===== config.mk =====
export PLATFORM = sky130hd
export DESIGN_NAME = pdx_detector_regs
export DESIGN_NICKNAME = d
export VERILOG_FILES = /design/src/verilog/pdx_pkg.sv /design/src/verilog/pdx_regif.sv /design/src/verilog/pdx_detector_regs.sv /design/src/verilog/pdx_exact_core.sv
export VERILOG_INCLUDE_DIRS = /design/src /design/src/verilog
export SDC_FILE = /design/constraint.sdc
export NUM_CORES = 1
export LEC_CHECK = 0
export BUFFER_PORTS_ARGS = -buffer_cell sky130_fd_sc_hd__buf_2
export CAP_MARGIN = 20
export CORE_MARGIN = 2
export CORE_UTILIZATION = 30
export CTS_BUF_LIST = sky130_fd_sc_hd__clkbuf_4 sky130_fd_sc_hd__clkbuf_8 sky130_fd_sc_hd__clkbuf_16
export DETAILED_ROUTE_END_ITERATION = 10
export GPL_ROUTABILITY_DRIVEN = 1
export GPL_TIMING_DRIVEN = 0
export PLACE_DENSITY = 0.62
export SYNTH_ARGS = -nofsm -noshare
export SYNTH_HDL_FRONTEND = slang
export SYNTH_SLANG_ARGS = --single-unit

===== constraint.sdc =====
create_clock -name mclk_i -period 3 [get_ports mclk_i]
set_clock_uncertainty 0.05 [all_clocks]
set_input_delay 0.6 -clock mclk_i [delete_from_list [all_inputs] [get_ports mclk_i]]
set_output_delay 0.6 -clock mclk_i [all_outputs]
set_load 0.005 [all_outputs]

===== src/verilog/pdx_defines.svh =====
// Register offsets, field positions, reset values and timing constants of the detector register bank.
`ifndef PDX_DEFINES_SVH
`define PDX_DEFINES_SVH
`define PDX_ADDR_W 8
`define PDX_DATA_W 24
`define PDX_OFS_DET 8'h0B
`define PDX_OFS_EXACT 8'h0C
`define PDX_OFS_STATUS 8'h0D
`define PDX_RST_DET 24'h07C061
`define PDX_RST_EXACT 24'h000000
`define PDX_DET_WMASK 24'hFFFFFF
`define PDX_EXACT_WMASK 24'h003FFF
`define PDX_F_DELAY_LSB 0
`define PDX_F_DELAY_MSB 2
`define PDX_F_SHORT 3
`define PDX_F_INVERT 4
`define PDX_F_UP_EN 5
`define PDX_F_DN_EN 6
`define PDX_F_CSP_LSB 7
`define PDX_F_CSP_MSB 8
`define PDX_F_FORCE_UP 9
`define PDX_F_FORCE_DN 10
`define PDX_F_MID_RAIL 11
`define PDX_F_GATE_LSB 17
`define PDX_F_GATE_MSB 18
`define PDX_F_CHAN_MSB 13
`define PDX_CLK_PS 40000
`define PDX_CSP1_PS 5400
`define PDX_CSP2_PS 14400
`define PDX_CSP3_PS 24100
`define PDX_CHAN_MIN 14'h0002
`endif


===== src/verilog/pdx_pkg.sv =====
// Types shared by the detector register bank modules.
package pdx_pkg;
    typedef enum logic [1:0] {
        PDX_CSP_OFF = 2'h0,
        PDX_CSP_T1 = 2'h1,
        PDX_CSP_T2 = 2'h2,
        PDX_CSP_T3 = 2'h3
    } pdx_csp_type;
    typedef enum logic [1:0] {
        PDX_GATE_OFF = 2'h0,
        PDX_GATE_N128 = 2'h1,
        PDX_GATE_N1023 = 2'h2,
        PDX_GATE_ALL = 2'h3
    } pdx_gate_type;
    typedef enum logic [2:0] {
        PDX_ACC_IDLE = 3'h1,
        PDX_ACC_RUN = 3'h2,
        PDX_ACC_HOLD = 3'h4
    } pdx_acc_type;
endpackage : pdx_pkg


===== src/verilog/pdx_regif.sv =====
// Interface carrying the programmed fields from the register bank to the correction core.
`timescale 1ns/10ps
`default_nettype none
interface pdx_regif;
    logic [13:0] chan_count;
    logic enable;
    logic wrap_pulse;
    logic [13:0] phase;
    modport bank (output chan_count, output enable, input wrap_pulse, input phase);
    modport core (input chan_count, input enable, output wrap_pulse, output phase);
endinterface : pdx_regif
`default_nettype wire


===== src/verilog/pdx_detector_regs.sv =====
// Detector control and exact-frequency register bank with its decoded control outputs.
`timescale 1ns/10ps
`default_nettype none
`include "pdx_defines.svh"
module pdx_detector_regs (
    input wire logic mclk_i,
    input wire logic rst_b_i,
    input wire logic [7:0] addr_i,
    input wire logic [23:0] wdata_i,
    input wire logic wr_i,
    input wire logic rd_i,
    output logic [23:0] rdata_o,
    output logic [2:0] detector_reset_delay_select_o,
    output logic detector_inputs_short_o,
    output logic detector_polarity_invert_o,
    output logic detector_up_output_enable_o,
    output logic detector_down_output_enable_o,
    output logic [1:0] cycle_slip_guard_select_o,
    output logic [15:0] cycle_slip_threshold_cycles_o,
    output logic pump_force_up_o,
    output logic pump_force_down_o,
    output logic pump_mid_rail_o,
    output logic [1:0] main_divider_clock_gating_o,
    output logic exact_enable_o,
    output logic exact_wrap_o
);
    // Threshold times in comparator clock cycles, rounded up as least times.
    localparam logic [15:0] CSP1_CYC = 16'((`PDX_CSP1_PS + `PDX_CLK_PS - 1) / `PDX_CLK_PS);
    localparam logic [15:0] CSP2_CYC = 16'((`PDX_CSP2_PS + `PDX_CLK_PS - 1) / `PDX_CLK_PS);
    localparam logic [15:0] CSP3_CYC = 16'((`PDX_CSP3_PS + `PDX_CLK_PS - 1) / `PDX_CLK_PS);

    logic [23:0] det_q;
    logic [23:0] det_d;
    logic [23:0] exact_q;
    logic [23:0] exact_d;
    logic [23:0] rdata_q;
    logic [23:0] rdata_d;
    logic [21:0] ctl_q;
    logic [21:0] ctl_d;
    logic [15:0] csp_cyc_q;
    logic [15:0] csp_cyc_d;
    logic en_q;
    logic en_d;
    logic wrap_q;
    pdx_regif rif ();

    // Returns whether a channel count actually turns correction on.
    function automatic logic chan_valid(input logic [13:0] n);
        chan_valid = n >= `PDX_CHAN_MIN;
    endfunction : chan_valid

    // Maps the slip-guard code onto a cycle count; zero means disabled.
    function automatic logic [15:0] csp_cycles(input logic [1:0] code);
        case (pdx_pkg::pdx_csp_type'(code))
            pdx_pkg::PDX_CSP_T1: csp_cycles = CSP1_CYC;
            pdx_pkg::PDX_CSP_T2: csp_cycles = CSP2_CYC;
            pdx_pkg::PDX_CSP_T3: csp_cycles = CSP3_CYC;
            default: csp_cycles = 16'h0000;
        endcase
    endfunction : csp_cycles

    // Register writes; reserved bits of the detector word are stored as written.
    always_comb begin
        det_d = det_q;
        exact_d = exact_q;
        if (wr_i && addr_i == `PDX_OFS_DET) begin
            det_d = wdata_i & `PDX_DET_WMASK;
        end
        if (wr_i && addr_i == `PDX_OFS_EXACT) begin
            exact_d = wdata_i & `PDX_EXACT_WMASK;
        end
    end

    // Read mux; unmapped addresses answer with zero.
    always_comb begin
        rdata_d = 24'h000000;
        if (rd_i) begin
            case (addr_i)
                `PDX_OFS_DET: rdata_d = det_q;
                `PDX_OFS_EXACT: rdata_d = exact_q;
                `PDX_OFS_STATUS: rdata_d = {9'h000, en_q, rif.phase};
                default: rdata_d = 24'h000000;
            endcase
        end
    end

    // Field decode into registered outputs, so every control pin comes from a flip-flop.
    always_comb begin
        ctl_d[2:0] = det_q[`PDX_F_DELAY_MSB:`PDX_F_DELAY_LSB];
        ctl_d[3] = det_q[`PDX_F_SHORT];
        ctl_d[4] = det_q[`PDX_F_INVERT];
        ctl_d[5] = det_q[`PDX_F_UP_EN];
        ctl_d[6] = det_q[`PDX_F_DN_EN];
        ctl_d[8:7] = det_q[`PDX_F_CSP_MSB:`PDX_F_CSP_LSB];
        ctl_d[9] = det_q[`PDX_F_FORCE_UP];
        ctl_d[10] = det_q[`PDX_F_FORCE_DN];
        ctl_d[11] = det_q[`PDX_F_MID_RAIL];
        ctl_d[13:12] = det_q[`PDX_F_GATE_MSB:`PDX_F_GATE_LSB];
        ctl_d[21:14] = 8'h00;
        csp_cyc_d = csp_cycles(det_q[`PDX_F_CSP_MSB:`PDX_F_CSP_LSB]);
        en_d = chan_valid(exact_q[`PDX_F_CHAN_MSB:0]);
    end

    // Storage; the reset values are the documented defaults.
    always_ff @(posedge mclk_i or negedge rst_b_i) begin
        if (!rst_b_i) begin
            det_q <= `PDX_RST_DET;
            exact_q <= `PDX_RST_EXACT;
            rdata_q <= 24'h000000;
            ctl_q <= 22'h003061;
            csp_cyc_q <= 16'h0000;
            en_q <= 1'b0;
            wrap_q <= 1'b0;
        end else begin
            det_q <= det_d;
            exact_q <= exact_d;
            rdata_q <= rdata_d;
            ctl_q <= ctl_d;
            csp_cyc_q <= csp_cyc_d;
            en_q <= en_d;
            wrap_q <= rif.wrap_pulse;
        end
    end

    assign rif.chan_count = exact_q[`PDX_F_CHAN_MSB:0];
    assign rif.enable = en_q;

    // The sequencer keeps the comparison-cycle phase for exact-frequency correction.
    pdx_exact_core u_core (
        .mclk_i(mclk_i),
        .rst_b_i(rst_b_i),
        .rif(rif)
    );

    assign rdata_o = rdata_q;
    assign detector_reset_delay_select_o = ctl_q[2:0];
    assign detector_inputs_short_o = ctl_q[3];
    assign detector_polarity_invert_o = ctl_q[4];
    assign detector_up_output_enable_o = ctl_q[5];
    assign detector_down_output_enable_o = ctl_q[6];
    assign cycle_slip_guard_select_o = ctl_q[8:7];
    assign cycle_slip_threshold_cycles_o = csp_cyc_q;
    assign pump_force_up_o = ctl_q[9];
    assign pump_force_down_o = ctl_q[10];
    assign pump_mid_rail_o = ctl_q[11];
    assign main_divider_clock_gating_o = ctl_q[13:12];
    assign exact_enable_o = en_q;
    assign exact_wrap_o = wrap_q;

    a_det_write: assert property (@(posedge mclk_i) disable iff (!rst_b_i)
        wr_i && addr_i == `PDX_OFS_DET |=> det_q == $past(wdata_i))
        else $error("Detector word not stored.");
    a_det_hold: assert property (@(posedge mclk_i) disable iff (!rst_b_i)
        !(wr_i && addr_i == `PDX_OFS_DET) |=> $stable(det_q))
        else $error("Detector word changed without write.");
    a_read_data: assert property (@(posedge mclk_i) disable iff (!rst_b_i)
        rd_i && addr_i == `PDX_OFS_EXACT && !wr_i |=> rdata_o == exact_q)
        else $error("Wrong read data.");
    a_delay_out: assert property (@(posedge mclk_i) disable iff (!rst_b_i)
        ##1 detector_reset_delay_select_o == $past(det_q[2:0]))
        else $error("Delay select mismatch.");
    a_short_out: assert property (@(posedge mclk_i) disable iff (!rst_b_i)
        ##1 detector_inputs_short_o == $past(det_q[3]))
        else $error("Short control mismatch.");
    a_invert_out: assert property (@(posedge mclk_i) disable iff (!rst_b_i)
        ##1 detector_polarity_invert_o == $past(det_q[4]))
        else $error("Polarity mismatch.");
    a_up_enable: assert property (@(posedge mclk_i) disable iff (!rst_b_i)
        ##1 detector_up_output_enable_o == $past(det_q[5]))
        else $error("Up enable mismatch.");
    a_dn_enable: assert property (@(posedge mclk_i) disable iff (!rst_b_i)
        ##1 detector_down_output_enable_o == $past(det_q[6]))
        else $error("Down enable mismatch.");
    a_csp_zero: assert property (@(posedge mclk_i) disable iff (!rst_b_i)
        cycle_slip_guard_select_o == 2'h0 |-> cycle_slip_threshold_cycles_o == 16'h0000)
        else $error("Slip guard not disabled.");
    a_force_up: assert property (@(posedge mclk_i) disable iff (!rst_b_i)
        ##1 pump_force_up_o == $past(det_q[9]))
        else $error("Force up mismatch.");
    a_force_dn: assert property (@(posedge mclk_i) disable iff (!rst_b_i)
        ##1 pump_force_down_o == $past(det_q[10]))
        else $error("Force down mismatch.");
    a_mid_rail: assert property (@(posedge mclk_i) disable iff (!rst_b_i)
        ##1 pump_mid_rail_o == $past(det_q[11]))
        else $error("Mid rail mismatch.");
    a_gate_out: assert property (@(posedge mclk_i) disable iff (!rst_b_i)
        ##1 main_divider_clock_gating_o == $past(det_q[18:17]))
        else $error("Gating level mismatch.");
    a_exact_off: assert property (@(posedge mclk_i) disable iff (!rst_b_i)
        exact_q[13:1] == 13'h0000 |=> !exact_enable_o)
        else $error("Correction enabled for count below two.");
    a_wrap_needs_en: assert property (@(posedge mclk_i) disable iff (!rst_b_i)
        exact_wrap_o |-> $past(en_q, 2))
        else $error("Wrap while disabled.");
endmodule : pdx_detector_regs
`default_nettype wire


===== src/verilog/pdx_exact_core.sv =====
// Exact-frequency correction sequencer: counts comparison cycles modulo the channel count.
`timescale 1ns/10ps
`default_nettype none
`include "pdx_defines.svh"
module pdx_exact_core (
    input wire logic mclk_i,
    input wire logic rst_b_i,
    pdx_regif.core rif
);
    pdx_pkg::pdx_acc_type state_q;
    pdx_pkg::pdx_acc_type state_d;
    logic [13:0] phase_q;
    logic [13:0] phase_d;
    logic wrap_q;
    logic wrap_d;

    // Next state: run only while enabled, restart the phase count on every wrap.
    always_comb begin
        state_d = state_q;
        phase_d = phase_q;
        wrap_d = 1'b0;
        case (state_q)
            pdx_pkg::PDX_ACC_IDLE: begin
                phase_d = 14'h0000;
                if (rif.enable) begin
                    state_d = pdx_pkg::PDX_ACC_RUN;
                end
            end
            pdx_pkg::PDX_ACC_RUN: begin
                if (!rif.enable) begin
                    state_d = pdx_pkg::PDX_ACC_HOLD;
                end else if (phase_q >= rif.chan_count - 14'h0001) begin
                    phase_d = 14'h0000;
                    wrap_d = 1'b1;
                end else begin
                    phase_d = phase_q + 14'h0001;
                end
            end
            pdx_pkg::PDX_ACC_HOLD: begin
                state_d = pdx_pkg::PDX_ACC_IDLE;
                phase_d = 14'h0000;
            end
            default: begin
                state_d = pdx_pkg::PDX_ACC_IDLE;
                phase_d = 14'h0000;
            end
        endcase
    end

    // Registers of the sequencer.
    always_ff @(posedge mclk_i or negedge rst_b_i) begin
        if (!rst_b_i) begin
            state_q <= pdx_pkg::PDX_ACC_IDLE;
            phase_q <= 14'h0000;
            wrap_q <= 1'b0;
        end else begin
            state_q <= state_d;
            phase_q <= phase_d;
            wrap_q <= wrap_d;
        end
    end

    assign rif.wrap_pulse = wrap_q;
    assign rif.phase = phase_q;

    a_wrap_period: assert property (@(posedge mclk_i) disable iff (!rst_b_i)
        wrap_q |-> phase_q == 14'h0000)
        else $error("Wrap pulse without phase restart.");
endmodule : pdx_exact_core
`default_nettype wire


==> impl_metrics.yaml <==
sta:
  timing.hold.ws_ps: 118
  setup_violations: 0
  period_share_pct: 99.2
  hold_viol: 0
  worst_slack_ps: 25.4
  clock.fmax_ghz: 0.336
  fin_crit_ps: 2970
  rsz0062_at_grt: "yes"
  drv_slew: 0
final_layout:
  final_cell_area_sq_um: 5760
  diodes: 0
  area_delta_synth_final_pct: 26.7
  fillers: 1448
  drive_above_1_share_pct: 42.8
  finalNonFillerCells: 672
  fin_nets: 536
placed_design:
  place_inst: 647
  place.detailed.hpwl_um: 7650
  io_buffers: 75
  gp_congestion: 0.831
  dpl_cell_area_sq_um: 5240
  pre_cts_ws_ps: -279
global_route:
  grt_pass1_vias: 3286
  antenna_found_initial: 0
  grt_max_degree: 71
  grt_overflow: 0
  grt.busiest_layer: "met2"
  grt_pass1_wl_um: 16700
  track_usage_pct: 13.3
  grt_use_met1_pct: 17.0
  met2_usage_pct: 21.2
  grtUsageMet3_pct: 3.98
clock_network:
  clk_latency_ps: 350
  root_buffer: "clkbuf_16"
  clk_pin_slew_ps: 70
  cts_buffers: 9
  cts_num_sinks: 97
  cts_buffer_depth: 2
  htreeDepth: 3
  cts_tree: "built"
yosys:
  netlist_area_sq_um: 4550
  synth_compound_area_share_pct: 8.39
  syn_avg_cell_area_sq_um: 12.2
  synth_top_area_cell: "dfrtp_1"
  synthSimpleGateAreaFrac_pct: 13.9
  synth_cell_types: 51
  ys_top_cells_by_count: "83 x dfrtp_1, 31 x mux2_2, 27 x nor2_1"
  synth-xor-area-share_pct: 4.24
  ys_seq_area_share_pct: 53.8
  ys_ff_latch: 97
  muxShareOfSynthArea_pct: 9.85
  async_flop_share_pct: 100
  synth_top_area_share_pct: 45.7
  synth_top_family_by_area: "simple AND/OR/NAND/NOR gates"
  synth_most_common_cell: "dfrtp_1"
  synth_fa_ha_area_share_pct: 4.68
  postSynthCellCount: 373
  synthFlopType: "dfrtp_1"
  synth_edf_count: 0
  yosys_warnings: 0
  synth_area_leaders: "dfrtp_1 46%, dfstp_2 8.1%, mux2_2 7.7%"
critical_path:
  worst-r2r-setup-slack_ps: 30
  start_kind: "flip-flop"
  worstPathMaxFanout: 6
  end_kind: "flip-flop"
  crit_type: "flip-flop to flip-flop"
  worstReg2RegStart: "exact_q[1]$_DFFE_PN0P_"
  crit_arrival_ps: 3190
  reg2reg_depth: 14
  crit_required_ps: 3220
  timing.rr.end: "u_core.rif.phase[12]$_DFFE_PN0P_"
floorplan:
  fp.coreArea_sq_um: 14600
  initial_utilization_pct: 31.0
  ioPinCount: 92
  die_h_um: 127
  die_area_sq_um: 16200
  rows: 44
  floorplan.die.width_um: 127
power_and_ir_drop:
  ir_worst_vdd_uv: 300
  leakagePower_nw: 2.84
  p_per_area_nw_per_um2: 556
worst_hold_path:
  min_path_type: "input pin to async pin"
route:
  routed_via_density: 4.68
  first_pass_iters: 4
  wirelength_um: 10200
  routedWlPerCell_um: 15.2
  drc: 0
  drt-initial-drc-count: 103
  ant_nets: 0
  via_count: 3145
flow_run:
  maxCapViolCount: 0
run_status:
  status: "finished, final reports clean"
## worst max-delay path by stage
stage	startpoint	endpoint	cells after the start
6_report	exact_q[1]$_DFFE_PN0P_	u_core.rif.phase[12]$_DFFE_PN0P_	14
5_1_grt	exact_q[1]$_DFFE_PN0P_	u_core.rif.phase[12]$_DFFE_PN0P_	14
2_1_floorplan	exact_q[0]$_DFFE_PN0P_	u_core.rif.phase[11]$_DFFE_PN0P_	13
3_5_place_dp	exact_q[0]$_DFFE_PN0P_	u_core.rif.phase[11]$_DFFE_PN0P_	13
3_3_place_gp	exact_q[0]$_DFFE_PN0P_	u_core.rif.phase[11]$_DFFE_PN0P_	13
4_1_cts	exact_q[0]$_DFFE_PN0P_	u_core.rif.phase[0]$_DFFE_PN0P_	14
## metrics by stage
step / power [mW] / setup TNS [ps] / util, %
after floorplan: 1.69 / 0 / -
after CTS: 3.20 / 0 / 38.4
final: 3.20 / 0 / 39.3
after detailed placement: 1.84 / -1820 / 35.7
after global routing: 3.35 / -715 / 39.3
after global placement: 1.81 / -658 / 35.5
## worst max-delay path, cell delays in order (launching register included)
cell      delay [ps]
dfrtp_2          450
inv_2             80
ha_4             150
nand2b_4          50
and2b_2          250
nand2_4           80
nor4_4           320
xnor2_1          110
ha_1             320
nand4_1          160
o221ai_2         140
a21oi_2          210
nand4_1          200
buf_4            200
a21oi_1          120
## kinds of logic (layout without fill, tap and decap cells)
group,after synthesis,count (layout)
buf+inv,34,135
other cells,1,15
simple gates,113,113
flops,97,97
compound gates,49,49
fa+ha+maj,17,17
mux,40,40
xor+xnor,22,22
## layout by cell type (no fill, tap or decap), types with 2 or more instances in the layout
| cell type | instances |
|---|---|
| dfrtp_1 | 81 |
| buf_2 | 77 |
| mux2_2 | 31 |
| buf_4 | 27 |
| nor2_1 | 26 |
| nand2_1 | 24 |
| ha_1 | 16 |
| conb_1 | 15 |
| a22o_1 | 14 |
| a22oi_1 | 14 |
| dfstp_2 | 14 |
| xnor2_1 | 13 |
| and2_1 | 11 |
| xor2_1 | 9 |
| a21oi_1 | 9 |
| clkbuf_16 | 9 |
| nor3_2 | 7 |
| mux2_1 | 7 |
| nor3_1 | 6 |
| nand4_1 | 6 |
| buf_6 | 5 |
| nor4_1 | 4 |
| inv_1 | 4 |
| nand3_1 | 4 |
| and3_1 | 3 |
| o21ai_2 | 3 |
| inv_6 | 3 |
| bufinv_16 | 3 |
| inv_2 | 2 |
| clkbuf_1 | 2 |
| nand2b_4 | 2 |
| and2b_2 | 2 |
| nand3_4 | 2 |
| mux2i_1 | 2 |
| nor2_2 | 2 |
| dfrtp_2 | 2 |
## power breakdown
group | switching, mW | internal, mW
combinational | 0.225 | 0.198
sequential | 0.0604 | 1.37
clock | 0.519 | 0.825
total | 0.804 | 2.40
## what timing repair did
| action | CTS | global route |
|---|---|---|
| pin swaps | 2 | 9 |
| resized for setup | 2 | 25 |
| setup endpoints to repair | 14 | 14 |
| hold buffers | 0 | 0 |
| buffers inserted | 4 | 5 |
## flip-flops by register name, summed over array words and instances (netlist names)
name	cells
det_q	24
ctl_q	14
exact_q	14
exact_wrap_o	1
rdata_o	24
cycle_slip_threshold_cycles_o	1
u_core.state_q	3
u_core.rif.phase	14
u_core.rif.wrap_pulse	1
exact_enable_o	1
## final cells by class
cell class                      count  area [sq um]  area share [%]
Tap cell                          184           230            4.00
Sequential cell                    97          2450            42.5
Buffer                             27           203            3.52
Multi-Input combinational cell    256          2020            35.1
Clock inverter                      7           125            2.17
Inverter                            7          28.8           0.500
Timing Repair Buffer               85           477            8.28
Clock buffer                        9           225            3.91
## per-layer routing
metal | wire length [um] | vias to the layer above
li1 | - | 1505
met1 | 4580 | 1551
met2 | 4940 | 69
met3 | 438 | 20
met4 | 232 | 0
met5 | 0 | -
Power figures use the tool's default switching activity.
